$ cat config.mk
export PLATFORM = sky130hd
export DESIGN_NAME = dctg_trigger_gen
export DESIGN_NICKNAME = d
export VERILOG_FILES = /design/src/design/dctg_pkg.sv /design/src/design/dctg_trigger_gen.sv /design/src/design/dctg_pin_sync.sv
export SDC_FILE = /design/constraint.sdc
export NUM_CORES = 1
export LEC_CHECK = 0
export BUFFER_PORTS_ARGS = -buffer_cell sky130_fd_sc_hd__buf_4
export CORE_MARGIN = 3
export CORE_UTILIZATION = 50
export CTS_BUF_LIST = sky130_fd_sc_hd__clkbuf_16
export CTS_CLUSTER_DIAMETER = 60
export DETAILED_ROUTE_END_ITERATION = 8
export GPL_TIMING_DRIVEN = 1
export HOLD_SLACK_MARGIN = 0.08
export PLACE_DENSITY = 0.64
export SLEW_MARGIN = 30
export SYNTH_ARGS = -nofsm -noshare
export SYNTH_HDL_FRONTEND = slang
export SYNTH_SLANG_ARGS = --single-unit
$ cat constraint.sdc
create_clock -name clk_sys -period 19.6 [get_ports clk_sys]
set_input_delay 5.88 -clock clk_sys [delete_from_list [all_inputs] [get_ports clk_sys]]
set_output_delay 5.88 -clock clk_sys [all_outputs]
set_load 0.02 [all_outputs]
$ cat src/design/dctg_pkg.sv
// Shared constants, register map and state types of the dual camera trigger generator.
package dctg_pkg;

  // Clock and time units.
  localparam int CLK_PERIOD_NS  = 100;
  localparam int NS_PER_S       = 1_000_000_000;
  localparam int CLK_HZ_DEF     = NS_PER_S / CLK_PERIOD_NS;
  localparam int MS_NS          = 1_000_000;
  localparam int US_NS          = 1_000;
  localparam int CYC_PER_MS_DEF = MS_NS / CLK_PERIOD_NS;
  localparam int CYC_PER_US     = US_NS / CLK_PERIOD_NS;

  // Primary trigger repetition rate limits in hertz.
  localparam logic [5:0] FREQ_MIN_HZ = 6'h06;
  localparam logic [5:0] FREQ_MAX_HZ = 6'h32;

  // Register byte offsets.
  localparam logic [4:0] OFS_CTRL   = 5'h00;
  localparam logic [4:0] OFS_FREQ   = 5'h04;
  localparam logic [4:0] OFS_WIDTH0 = 5'h08;
  localparam logic [4:0] OFS_WIDTH1 = 5'h0C;
  localparam logic [4:0] OFS_OFFSET = 5'h10;
  localparam logic [4:0] OFS_STATUS = 5'h14;
  localparam logic [4:0] OFS_TSNOW  = 5'h18;
  localparam logic [4:0] OFS_TSTRIG = 5'h1C;

  // Control register bit positions.
  localparam int CTRL_EN0_BIT   = 0;
  localparam int CTRL_EN1_BIT   = 1;
  localparam int CTRL_PPS_BIT   = 2;
  localparam int CTRL_TSSEL_BIT = 3;

  // Status register bit positions.
  localparam int STAT_TRIG0_BIT = 0;
  localparam int STAT_TRIG1_BIT = 1;
  localparam int STAT_PPS_BIT   = 2;
  localparam int STAT_PIN_BIT   = 3;

  // Reset values.
  localparam logic [5:0]  FREQ_RST   = 6'h1E;
  localparam logic [15:0] WIDTH0_RST = 16'h0005;
  localparam logic [15:0] WIDTH1_RST = 16'h0005;
  localparam logic [15:0] OFFSET_RST = 16'h0000;

  typedef struct packed {
    logic        en0;
    logic        en1;
    logic        pps;
    logic        tsSel;
    logic [5:0]  freq;
    logic [15:0] w0;
    logic [15:0] w1;
    logic [15:0] off;
  } dctg_cfg_s;

  typedef struct packed {
    dctg_cfg_s   cfg;
    logic [31:0] acc;
    logic [31:0] pos;
    logic [31:0] lastPer;
    logic [31:0] tsNow;
    logic [31:0] tsTrig;
    logic [31:0] rdata;
    logic [3:0]  usCnt;
    logic        trig0;
    logic        trig1;
    logic        pinOe;
    logic        stb;
    logic        waitReq;
  } dctg_state_s;

  typedef struct packed {
    logic meta;
    logic sync;
    logic prev;
  } dctg_sync_s;

endpackage

$ cat src/design/dctg_trigger_gen.sv
// Dual camera trigger generator with Avalon-MM register access and shared sync pin.
//
// Functional notes
// - Two trigger outputs, each separately enabled; a disabled output stays low.
// - Primary trigger repeats periodically at a rate settable from 6 to 50 Hz.
// - Primary pulse high time is programmed in milliseconds.
// - Pulses are active high.
// - When selected, each primary rising edge time is supplied as frame timestamp.
// - Secondary trigger runs only while the primary trigger is enabled.
// - Secondary trigger always uses the primary repetition rate.
// - Secondary rising edge follows the primary rising edge by a programmed offset.
// - Secondary trigger has its own programmed pulse high time.
// - With pulse-per-second sync enabled, the secondary trigger is unavailable.
// - With pulse-per-second sync active, each sync pulse zeroes the timestamp clock.
// - Secondary output and sync input share one pin, used for one function only.
//
// Our own choices: the Avalon-MM interface to the registers and the register addresses.
`timescale 1ns/1ns
module dctg_trigger_gen
  import dctg_pkg::*;
#(
  parameter int CLK_HZ     = CLK_HZ_DEF,
  parameter int CYC_PER_MS = CYC_PER_MS_DEF
)
(
  input  wire logic        clk_sys,
  input  wire logic        nrst,
  input  wire logic [4:0]  avs_address,
  input  wire logic        avs_read,
  input  wire logic        avs_write,
  input  wire logic [31:0] avs_writedata,
  input  wire logic [3:0]  avs_byteenable,
  output logic [31:0]      avs_readdata,
  output logic             avs_waitrequest,
  output logic             trig0Out,
  output logic             sharedPinOut,
  output logic             sharedPinOe,
  input  wire logic        sharedPinIn,
  output logic [31:0]      frameStamp,
  output logic             frameStampStb
);

  // Longest period, used before the first period has been measured.
  localparam logic [31:0] MAX_PER = 32'(CLK_HZ / int'(FREQ_MIN_HZ));
  localparam logic [31:0] CLK_HZ_W = 32'(CLK_HZ);
  localparam logic [3:0]  US_LAST  = 4'(CYC_PER_US - 1);

  dctg_state_s s_q;
  dctg_state_s s_d;

  logic        pinLevel;
  logic        pinRise;
  logic [31:0] w0Cyc;
  logic [31:0] w1Cyc;
  logic [31:0] offCyc;
  logic [31:0] lim;
  logic [31:0] accSum;
  logic        wrap;
  logic        run1;
  logic        trig0Rise;

  function automatic logic [31:0] msToCyc(input logic [15:0] ms);
    msToCyc = 32'(32'(ms) * 32'(CYC_PER_MS));
  endfunction

  function automatic logic [31:0] mergeBe(input logic [31:0] old, input logic [31:0] wd, input logic [3:0] be);
    logic [31:0] r;
    r = old;
    for (int i = 0; i < 4; i++)
    begin
      if (be[i])
        r[8*i +: 8] = wd[8*i +: 8];
    end
    mergeBe = r;
  endfunction

  function automatic logic [5:0] clampFreq(input logic [31:0] v);
    if (v < 32'(FREQ_MIN_HZ))
      clampFreq = FREQ_MIN_HZ;
    else if (v > 32'(FREQ_MAX_HZ))
      clampFreq = FREQ_MAX_HZ;
    else
      clampFreq = v[5:0];
  endfunction

  dctg_pin_sync u_pin_sync (
    .clk_sys (clk_sys),
    .nrst    (nrst),
    .pinIn   (sharedPinIn),
    .level   (pinLevel),
    .rise    (pinRise)
  );

  // All pulse times are kept as clock cycle counts.
  assign w0Cyc  = msToCyc(s_q.cfg.w0);
  assign w1Cyc  = msToCyc(s_q.cfg.w1);
  assign offCyc = msToCyc(s_q.cfg.off);
  // The last cycle of a period is kept low so that the next rising edge is visible.
  assign lim    = s_q.lastPer - 32'd1;
  assign accSum = s_q.acc + 32'(s_q.cfg.freq);
  assign wrap   = accSum >= CLK_HZ_W;
  assign run1   = s_q.cfg.en0 & s_q.cfg.en1 & ~s_q.cfg.pps;

  always_comb
  begin
    s_d         = s_q;
    s_d.waitReq = 1'b1;
    trig0Rise   = 1'b0;

    // One access per request; waitrequest drops for exactly one cycle.
    if ((avs_read || avs_write) && s_q.waitReq)
    begin
      s_d.waitReq = 1'b0;
      if (avs_write)
      begin
        unique case (avs_address)
          OFS_CTRL:
          begin
            s_d.cfg.en0   = avs_byteenable[0] ? avs_writedata[CTRL_EN0_BIT] : s_q.cfg.en0;
            s_d.cfg.en1   = avs_byteenable[0] ? avs_writedata[CTRL_EN1_BIT] : s_q.cfg.en1;
            s_d.cfg.pps   = avs_byteenable[0] ? avs_writedata[CTRL_PPS_BIT] : s_q.cfg.pps;
            s_d.cfg.tsSel = avs_byteenable[0] ? avs_writedata[CTRL_TSSEL_BIT] : s_q.cfg.tsSel;
          end
          OFS_FREQ:
            s_d.cfg.freq = clampFreq(mergeBe(32'(s_q.cfg.freq), avs_writedata, avs_byteenable));
          OFS_WIDTH0:
            s_d.cfg.w0 = 16'(mergeBe(32'(s_q.cfg.w0), avs_writedata, avs_byteenable));
          OFS_WIDTH1:
            s_d.cfg.w1 = 16'(mergeBe(32'(s_q.cfg.w1), avs_writedata, avs_byteenable));
          OFS_OFFSET:
            s_d.cfg.off = 16'(mergeBe(32'(s_q.cfg.off), avs_writedata, avs_byteenable));
          default:
            s_d.cfg = s_q.cfg;
        endcase
      end
      else
      begin
        unique case (avs_address)
          OFS_CTRL:
            s_d.rdata = {28'h000_0000, s_q.cfg.tsSel, s_q.cfg.pps, s_q.cfg.en1, s_q.cfg.en0};
          OFS_FREQ:
            s_d.rdata = 32'(s_q.cfg.freq);
          OFS_WIDTH0:
            s_d.rdata = 32'(s_q.cfg.w0);
          OFS_WIDTH1:
            s_d.rdata = 32'(s_q.cfg.w1);
          OFS_OFFSET:
            s_d.rdata = 32'(s_q.cfg.off);
          OFS_STATUS:
            s_d.rdata = 32'({pinLevel & s_q.cfg.pps, s_q.cfg.pps, s_q.trig1, s_q.trig0});
          OFS_TSNOW:
            s_d.rdata = s_q.tsNow;
          OFS_TSTRIG:
            s_d.rdata = s_q.tsTrig;
          default:
            s_d.rdata = 32'h0000_0000;
        endcase
      end
    end

    // A fractional accumulator gives an exact average rate without a divider.
    if (!s_q.cfg.en0)
    begin
      s_d.acc = 32'h0000_0000;
      s_d.pos = 32'h0000_0000;
    end
    else if (wrap)
    begin
      s_d.acc     = accSum - CLK_HZ_W;
      s_d.pos     = 32'h0000_0000;
      s_d.lastPer = s_q.pos + 32'd1;
    end
    else
    begin
      s_d.acc = accSum;
      s_d.pos = s_q.pos + 32'd1;
    end

    // Both outputs follow one period counter, so their rates cannot differ.
    // A pulse may only begin at its own start point, so a width change never makes a stray edge.
    s_d.trig0 = s_q.cfg.en0 && (s_q.pos == 32'd0 || s_q.trig0) && (s_q.pos < w0Cyc) && (s_q.pos < lim);
    s_d.trig1 = run1 && (s_q.pos == offCyc || s_q.trig1) && (s_q.pos >= offCyc)
                && (s_q.pos < offCyc + w1Cyc) && (s_q.pos < lim);

    // The pin is an input while sync is on and an output otherwise.
    s_d.pinOe = ~s_q.cfg.pps;

    trig0Rise = s_d.trig0 & ~s_q.trig0;
    s_d.stb   = trig0Rise & s_q.cfg.tsSel;
    if (trig0Rise)
      s_d.tsTrig = s_q.tsNow;

    // Microsecond timestamp clock; a sync edge restarts it from zero.
    if (s_q.cfg.pps && pinRise)
    begin
      s_d.tsNow = 32'h0000_0000;
      s_d.usCnt = 4'h0;
    end
    else if (s_q.usCnt == US_LAST)
    begin
      s_d.usCnt = 4'h0;
      s_d.tsNow = s_q.tsNow + 32'd1;
    end
    else
      s_d.usCnt = s_q.usCnt + 4'h1;
  end

  always_ff @(posedge clk_sys or negedge nrst)
  begin
    if (!nrst)
    begin
      s_q          <= '0;
      s_q.cfg.freq <= FREQ_RST;
      s_q.cfg.w0   <= WIDTH0_RST;
      s_q.cfg.w1   <= WIDTH1_RST;
      s_q.cfg.off  <= OFFSET_RST;
      s_q.lastPer  <= MAX_PER;
      s_q.pinOe    <= 1'b1;
      s_q.waitReq  <= 1'b1;
    end
    else
      s_q <= s_d;
  end

  assign avs_readdata    = s_q.rdata;
  assign avs_waitrequest = s_q.waitReq;
  assign trig0Out        = s_q.trig0;
  // Driving low whenever the secondary is idle outside sync mode keeps the camera input defined.
  assign sharedPinOut    = s_q.trig1;
  assign sharedPinOe     = s_q.pinOe;
  assign frameStamp      = s_q.tsTrig;
  assign frameStampStb   = s_q.stb;

  disabledLow_a: assert property (@(posedge clk_sys) disable iff (!nrst)
    !s_q.cfg.en0 |=> !trig0Out)
    else $error("Primary trigger high while disabled.");

  freqRange_a: assert property (@(posedge clk_sys) disable iff (!nrst)
    s_q.cfg.freq >= FREQ_MIN_HZ && s_q.cfg.freq <= FREQ_MAX_HZ)
    else $error("Trigger rate outside its range.");

  riseAtStart_a: assert property (@(posedge clk_sys) disable iff (!nrst)
    $rose(trig0Out) |-> $past(s_q.pos) == 32'd0)
    else $error("Primary trigger rose away from period start.");

  stampOnRise_a: assert property (@(posedge clk_sys) disable iff (!nrst)
    frameStampStb |-> $rose(trig0Out) && frameStamp == $past(s_q.tsNow))
    else $error("Frame timestamp strobe not tied to trigger edge.");

  secNeedsPri_a: assert property (@(posedge clk_sys) disable iff (!nrst)
    sharedPinOut |-> $past(s_q.cfg.en0) && $past(s_q.cfg.en1))
    else $error("Secondary trigger active without primary.");

  secOffset_a: assert property (@(posedge clk_sys) disable iff (!nrst)
    $rose(sharedPinOut) |-> $past(s_q.pos) == $past(offCyc))
    else $error("Secondary rising edge not at programmed offset.");

  ppsBlocks_a: assert property (@(posedge clk_sys) disable iff (!nrst)
    s_q.cfg.pps |=> !sharedPinOe && !sharedPinOut)
    else $error("Shared pin driven while sync is enabled.");

  ppsZero_a: assert property (@(posedge clk_sys) disable iff (!nrst)
    s_q.cfg.pps && pinRise |=> s_q.tsNow == 32'd0 ##[10:10] s_q.tsNow == 32'd1)
    else $error("Timestamp clock not restarted by sync pulse.");

  pulseEnds_a: assert property (@(posedge clk_sys) disable iff (!nrst)
    sharedPinOut || trig0Out |-> $past(s_q.pos) < $past(lim))
    else $error("Pulse runs into the last cycle of a period.");

  busWait_a: assert property (@(posedge clk_sys) disable iff (!nrst)
    !avs_waitrequest |=> avs_waitrequest)
    else $error("Waitrequest low for more than one cycle.");

  secDisabled_a: assert property (@(posedge clk_sys) disable iff (!nrst)
    !s_q.cfg.en1 |=> !sharedPinOut)
    else $error("Secondary trigger high while disabled.");

  priNeedsEn_a: assert property (@(posedge clk_sys) disable iff (!nrst)
    trig0Out |-> $past(s_q.cfg.en0))
    else $error("Primary trigger high without enable.");

  pinOeMode_a: assert property (@(posedge clk_sys) disable iff (!nrst)
    sharedPinOe != $past(s_q.cfg.pps))
    else $error("Shared pin direction does not follow sync mode.");

  secNoPps_a: assert property (@(posedge clk_sys) disable iff (!nrst)
    sharedPinOut |-> !$past(s_q.cfg.pps))
    else $error("Secondary trigger active in sync mode.");

  secStart_a: assert property (@(posedge clk_sys) disable iff (!nrst)
    sharedPinOut |-> $past(s_q.pos) >= $past(offCyc))
    else $error("Secondary trigger high before its offset.");

  secWidth_a: assert property (@(posedge clk_sys) disable iff (!nrst)
    sharedPinOut |-> $past(s_q.pos) < $past(offCyc) + $past(w1Cyc))
    else $error("Secondary trigger high past its width.");

  priWidth_a: assert property (@(posedge clk_sys) disable iff (!nrst)
    trig0Out |-> $past(s_q.pos) < $past(w0Cyc))
    else $error("Primary trigger high past its width.");

  stampSel_a: assert property (@(posedge clk_sys) disable iff (!nrst)
    frameStampStb |-> $past(s_q.cfg.tsSel))
    else $error("Frame timestamp strobe while not selected.");

  stampHold_a: assert property (@(posedge clk_sys) disable iff (!nrst)
    !$rose(trig0Out) |-> $stable(frameStamp))
    else $error("Frame timestamp changed away from a trigger edge.");

  tsSteady_a: assert property (@(posedge clk_sys) disable iff (!nrst)
    !(s_q.cfg.pps && pinRise) && s_q.usCnt != US_LAST |=> $stable(s_q.tsNow))
    else $error("Timestamp clock moved between ticks.");

  usTick_a: assert property (@(posedge clk_sys) disable iff (!nrst)
    s_q.usCnt == US_LAST && !(s_q.cfg.pps && pinRise) |=> s_q.tsNow == $past(s_q.tsNow) + 32'd1)
    else $error("Timestamp clock missed a tick.");

  posIdle_a: assert property (@(posedge clk_sys) disable iff (!nrst)
    !s_q.cfg.en0 |=> s_q.pos == 32'd0)
    else $error("Period counter runs while disabled.");

  periodWrap_a: assert property (@(posedge clk_sys) disable iff (!nrst)
    s_q.cfg.en0 && wrap |=> s_q.pos == 32'd0 && s_q.lastPer == $past(s_q.pos) + 32'd1)
    else $error("Period not restarted at accumulator wrap.");

  accBound_a: assert property (@(posedge clk_sys) disable iff (!nrst)
    s_q.acc < CLK_HZ_W)
    else $error("Rate accumulator out of range.");

  busAnswer_a: assert property (@(posedge clk_sys) disable iff (!nrst)
    (avs_read || avs_write) && avs_waitrequest |=> !avs_waitrequest)
    else $error("Bus request not answered in one cycle.");

  busIdle_a: assert property (@(posedge clk_sys) disable iff (!nrst)
    !avs_read && !avs_write |=> avs_waitrequest)
    else $error("Waitrequest low without a request.");

  rdataHold_a: assert property (@(posedge clk_sys) disable iff (!nrst)
    !(avs_read && !avs_write && avs_waitrequest) |=> $stable(avs_readdata))
    else $error("Read data changed without a read.");

  cfgHold_a: assert property (@(posedge clk_sys) disable iff (!nrst)
    !(avs_write && avs_waitrequest) |=> $stable(s_q.cfg))
    else $error("Settings changed without a write.");

endmodule

$ cat src/design/dctg_pin_sync.sv
// Two-stage synchroniser with rising-edge detection for the shared pin input.
`timescale 1ns/1ns
module dctg_pin_sync
  import dctg_pkg::*;
(
  input  wire logic clk_sys,
  input  wire logic nrst,
  input  wire logic pinIn,
  output logic      level,
  output logic      rise
);

  dctg_sync_s s_q;
  dctg_sync_s s_d;

  // Only the second stage and its delayed copy feed the edge logic.
  always_comb
  begin
    s_d      = s_q;
    s_d.meta = pinIn;
    s_d.sync = s_q.meta;
    s_d.prev = s_q.sync;
  end

  always_ff @(posedge clk_sys or negedge nrst)
  begin
    if (!nrst)
      s_q <= '0;
    else
      s_q <= s_d;
  end

  assign level = s_q.sync;
  assign rise  = s_q.sync & ~s_q.prev;

endmodule

==> key figures <==
Final layout
  – Commonest non-fill, non-tap cell in the layout: inv_1
  – Most frequent cells in the layout: inv_1, ha_1, dfrtp_1
  – Nets: ~3400
  – Fillers: approximately 4600
  – Share of post-route cells with drive strength above 1: 0.09903
  – Ant diodes: 0
  – Final Cell Area: 0.02752 mm^2
  – P&R area growth vs syn: 8.987%

Synth
  – Largest area contributor in the netlist: dfrtp_1
  – Top cell type's share of synthesized area: 0.2378
  – Synth Flop Type: dfrtp_1
  – FFs w/ async S/R, synth: 1.000
  – Main combinational cell family by area after synthesis: adder cells
  – Syn nets: 3317
  – Syn. warnings: 0
  – Post-synth EDFFs: 0
  – FF+latch count, synth: roughly 260
  – Synth area leaders: dfrtp_1, ha_1, fa_1
  – Post-synthesis xor/xnor area fraction: 0.07164
  – Cells after Synth: between 2000 and 3000
  – Multiplexer share of the synthesized area: 0.02160
  – Syn_area_per_cell: about 9.0 um^2
  – Yosys cell types: 87
  – Simple logic cell fraction of the synthesized area: 0.1494
  – Mapped Area: ~0.025 mm^2
  – Synth Area in Compound Gates: 0.1498
  – Synth Area in Adders: 0.2601
  – Post-synthesis sequential area ratio: 0.2607

Worst setup path
  – Worst Setup End Kind: register
  – WS Path Type: register to register
  – Req. time, crit path: ~20 ns
  – Critical path startpoint: s_q[225]
  – CP max FO: 6
  – Slowest stage delay, CP: between 0.7 and 0.8 ns
  – CP Launch Type: register
  – Worst r2r src: s_q[225]
  – CP Data Arrival Time: a little over 9 ns
  – Crit path top cell by count: ha_1
  – Reg2Reg Setup Slack: about 11 ns
  – Slowest CP cell: a2111oi_0

CTS
  – Post-CTS setup buffer count: 0
  – Later-pin clock latency in the skew report: between 0.5 and 0.6 ns
  – Max clock buf depth: 3
  – Cts bufs inserted: 36
  – Root Buffer: clkbuf_16
  – H-tree Lvls: 2
  – Cts repair resizes: 0
  – Clock sink count: ~260
  – Hold_buf cts: 0
  – TritonCTS clock tree: built
  – Reg clk slew, reported paths: approximately 0.060 ns

Floorplan
  – I/O Pins: 115
  – Die footprint: 0.05324 mm^2
  – Cell row count: approximately 80
  – Die height: about 230 um
  – Starting Density: 0.5106
  – Core region area: just under 0.05 mm^2
  – Die W: approximately 230 um

STA
  – Setup TNS: 0 ns
  – F_max: between 100 and 150 MHz
  – RSZ-0062 raised after global routing: no
  – Tightest Pin Transition: between 0.9 and 1 ns
  – Period minus WS final: around 8.7 ns
  – Clock Skew: about 0.033 ns
  – Final Cycle Share: 0.4431
  – Fin. max-slew vios: 0
  – Rel. slew slack: 0.3717
  – Hold WS: between 0.3 and 0.4 ns
  – Setup-failing EPs final: 0
  – Final hold violations: 0

GRT
  – Largest net degree at the start of global routing: between 100 and 150
  – First-pass GRT wire length: 110300 um
  – GRT overflow: 0
  – Vias in the first global route: slightly above 20000
  – Total Routing Usage GR: 0.2596
  – Antenna violations before repair: 0

Place
  – Final GP Congestion: approximately 0.93
  – IO buf count: ~110
  – HPWL Detailed: between 50000 and 60000 um
  – Post-DP Area: between 0.02 and 0.03 mm^2

Detailed routing
  – Drt pass-1 iters: 5
  – Initial drt markers: roughly 1500
  – Via density: about 5.8
  – Final WL: a little under 70000 um
  – Post-route DRC: 0
  – Via count: 20610
  – Routed Antenna Nets: 0
  – Wirelength per Cell: approximately 20 um

Status
  – Status: finished clean

Flow run
  – Max-Cap Viols: 0

Hold path
  – Hold Crit Class: register to register
  – Min-Delay Startpoint: u_pin_sync.s_d[1]
-- stage by stage --
stage	setup slack, ns	cells	util
3_3_place_gp	11.03	3474	0.5318
4_1_cts	10.95	3540	0.5551
5_1_grt	10.47	3542	0.5565
2_1_floorplan	12.09	2811	-
6_report	10.92	3542	0.5565
3_5_place_dp	10.97	3474	0.5319
-- per-layer routing --
layer	vias to the layer above	GRT usage	part of all wire
met5	-	0	0
met4	0	0.07612	0.030
met3	97	0.03221	0.056
met2	584	0.4143	0.46
met1	10150	0.3709	0.46
li1	9784	-	-
-- final cells by class --
cell class,count,area (um^2),area share
Clock buffer,36,900.9,0.03273
Timing Repair Buffer,133,1050,0.03814
Sequential cell,262,6584,0.2392
Clock inverter,30,246.5,0.008955
Inverter,369,1385,0.05032
Multi-Input combinational cell,2048,16530,0.6005
Tap cell,664,830.8,0.03018
-- critical path, delay by kind of cell, from the launching register on --
kind | cells | cell delay (ns)
buf+inv | 4 | 0.29
flops | 1 | 0.45
compound gates | 10 | 3.07
mux | 1 | 0.29
xor+xnor | 1 | 0.23
simple gates | 5 | 1.15
fa+ha+maj | 8 | 3.07
-- worst paths after layout --
check                                   end  depth (start not counted)
min                        u_pin_sync.level                          0
max in group asynchronous   avs_waitrequest                          4
min in group asynchronous          s_q[167]                          1
min reg2reg                u_pin_sync.level                          0
max reg2reg                    sharedPinOut                         29
max                            sharedPinOut                         29
-- sequential cells by signal, summed over array words and instances, names as in the netlist --
signal,cells
avs_waitrequest,1
frameStampStb,1
u_pin_sync.level,1
trig0Out,1
u_pin_sync.s_d,1
avs_readdata,32
sharedPinOe,1
sharedPinOut,1
frameStamp,32
u_pin_sync.s_q,1
s_q,190
-- cells in the mapped netlist (29+ instances only) --
cell and instances:
ha_1 353, clkbuf_1 50, and3_1 29, xnor2_1 117, nor2_1 190, nand2_1 187, dfrtp_1 240, nor4_1 33
nand4_1 37, xor2_1 87, inv_1 368, o21ai_1 34, o21ai_0 136, nand3_1 75, fa_1 107, buf_4 67
a21o_1 71, mux2_2 44, a21oi_1 113, nor3_1 57, a22oi_1 38
-- cells by family after synthesis --
logic type | Yosys count
and+or+nand+nor | 757
xor gates and xnor gates | 205
muxes | 49
AOI/OAI and AO/OA | 576
DFF | 262
adders and majority gates | 461
buffers and inverters | 501
Power is left out: the tool's default activity adds up to more than one toggle a clock period on the data nets, which glitch-free logic cannot reach.
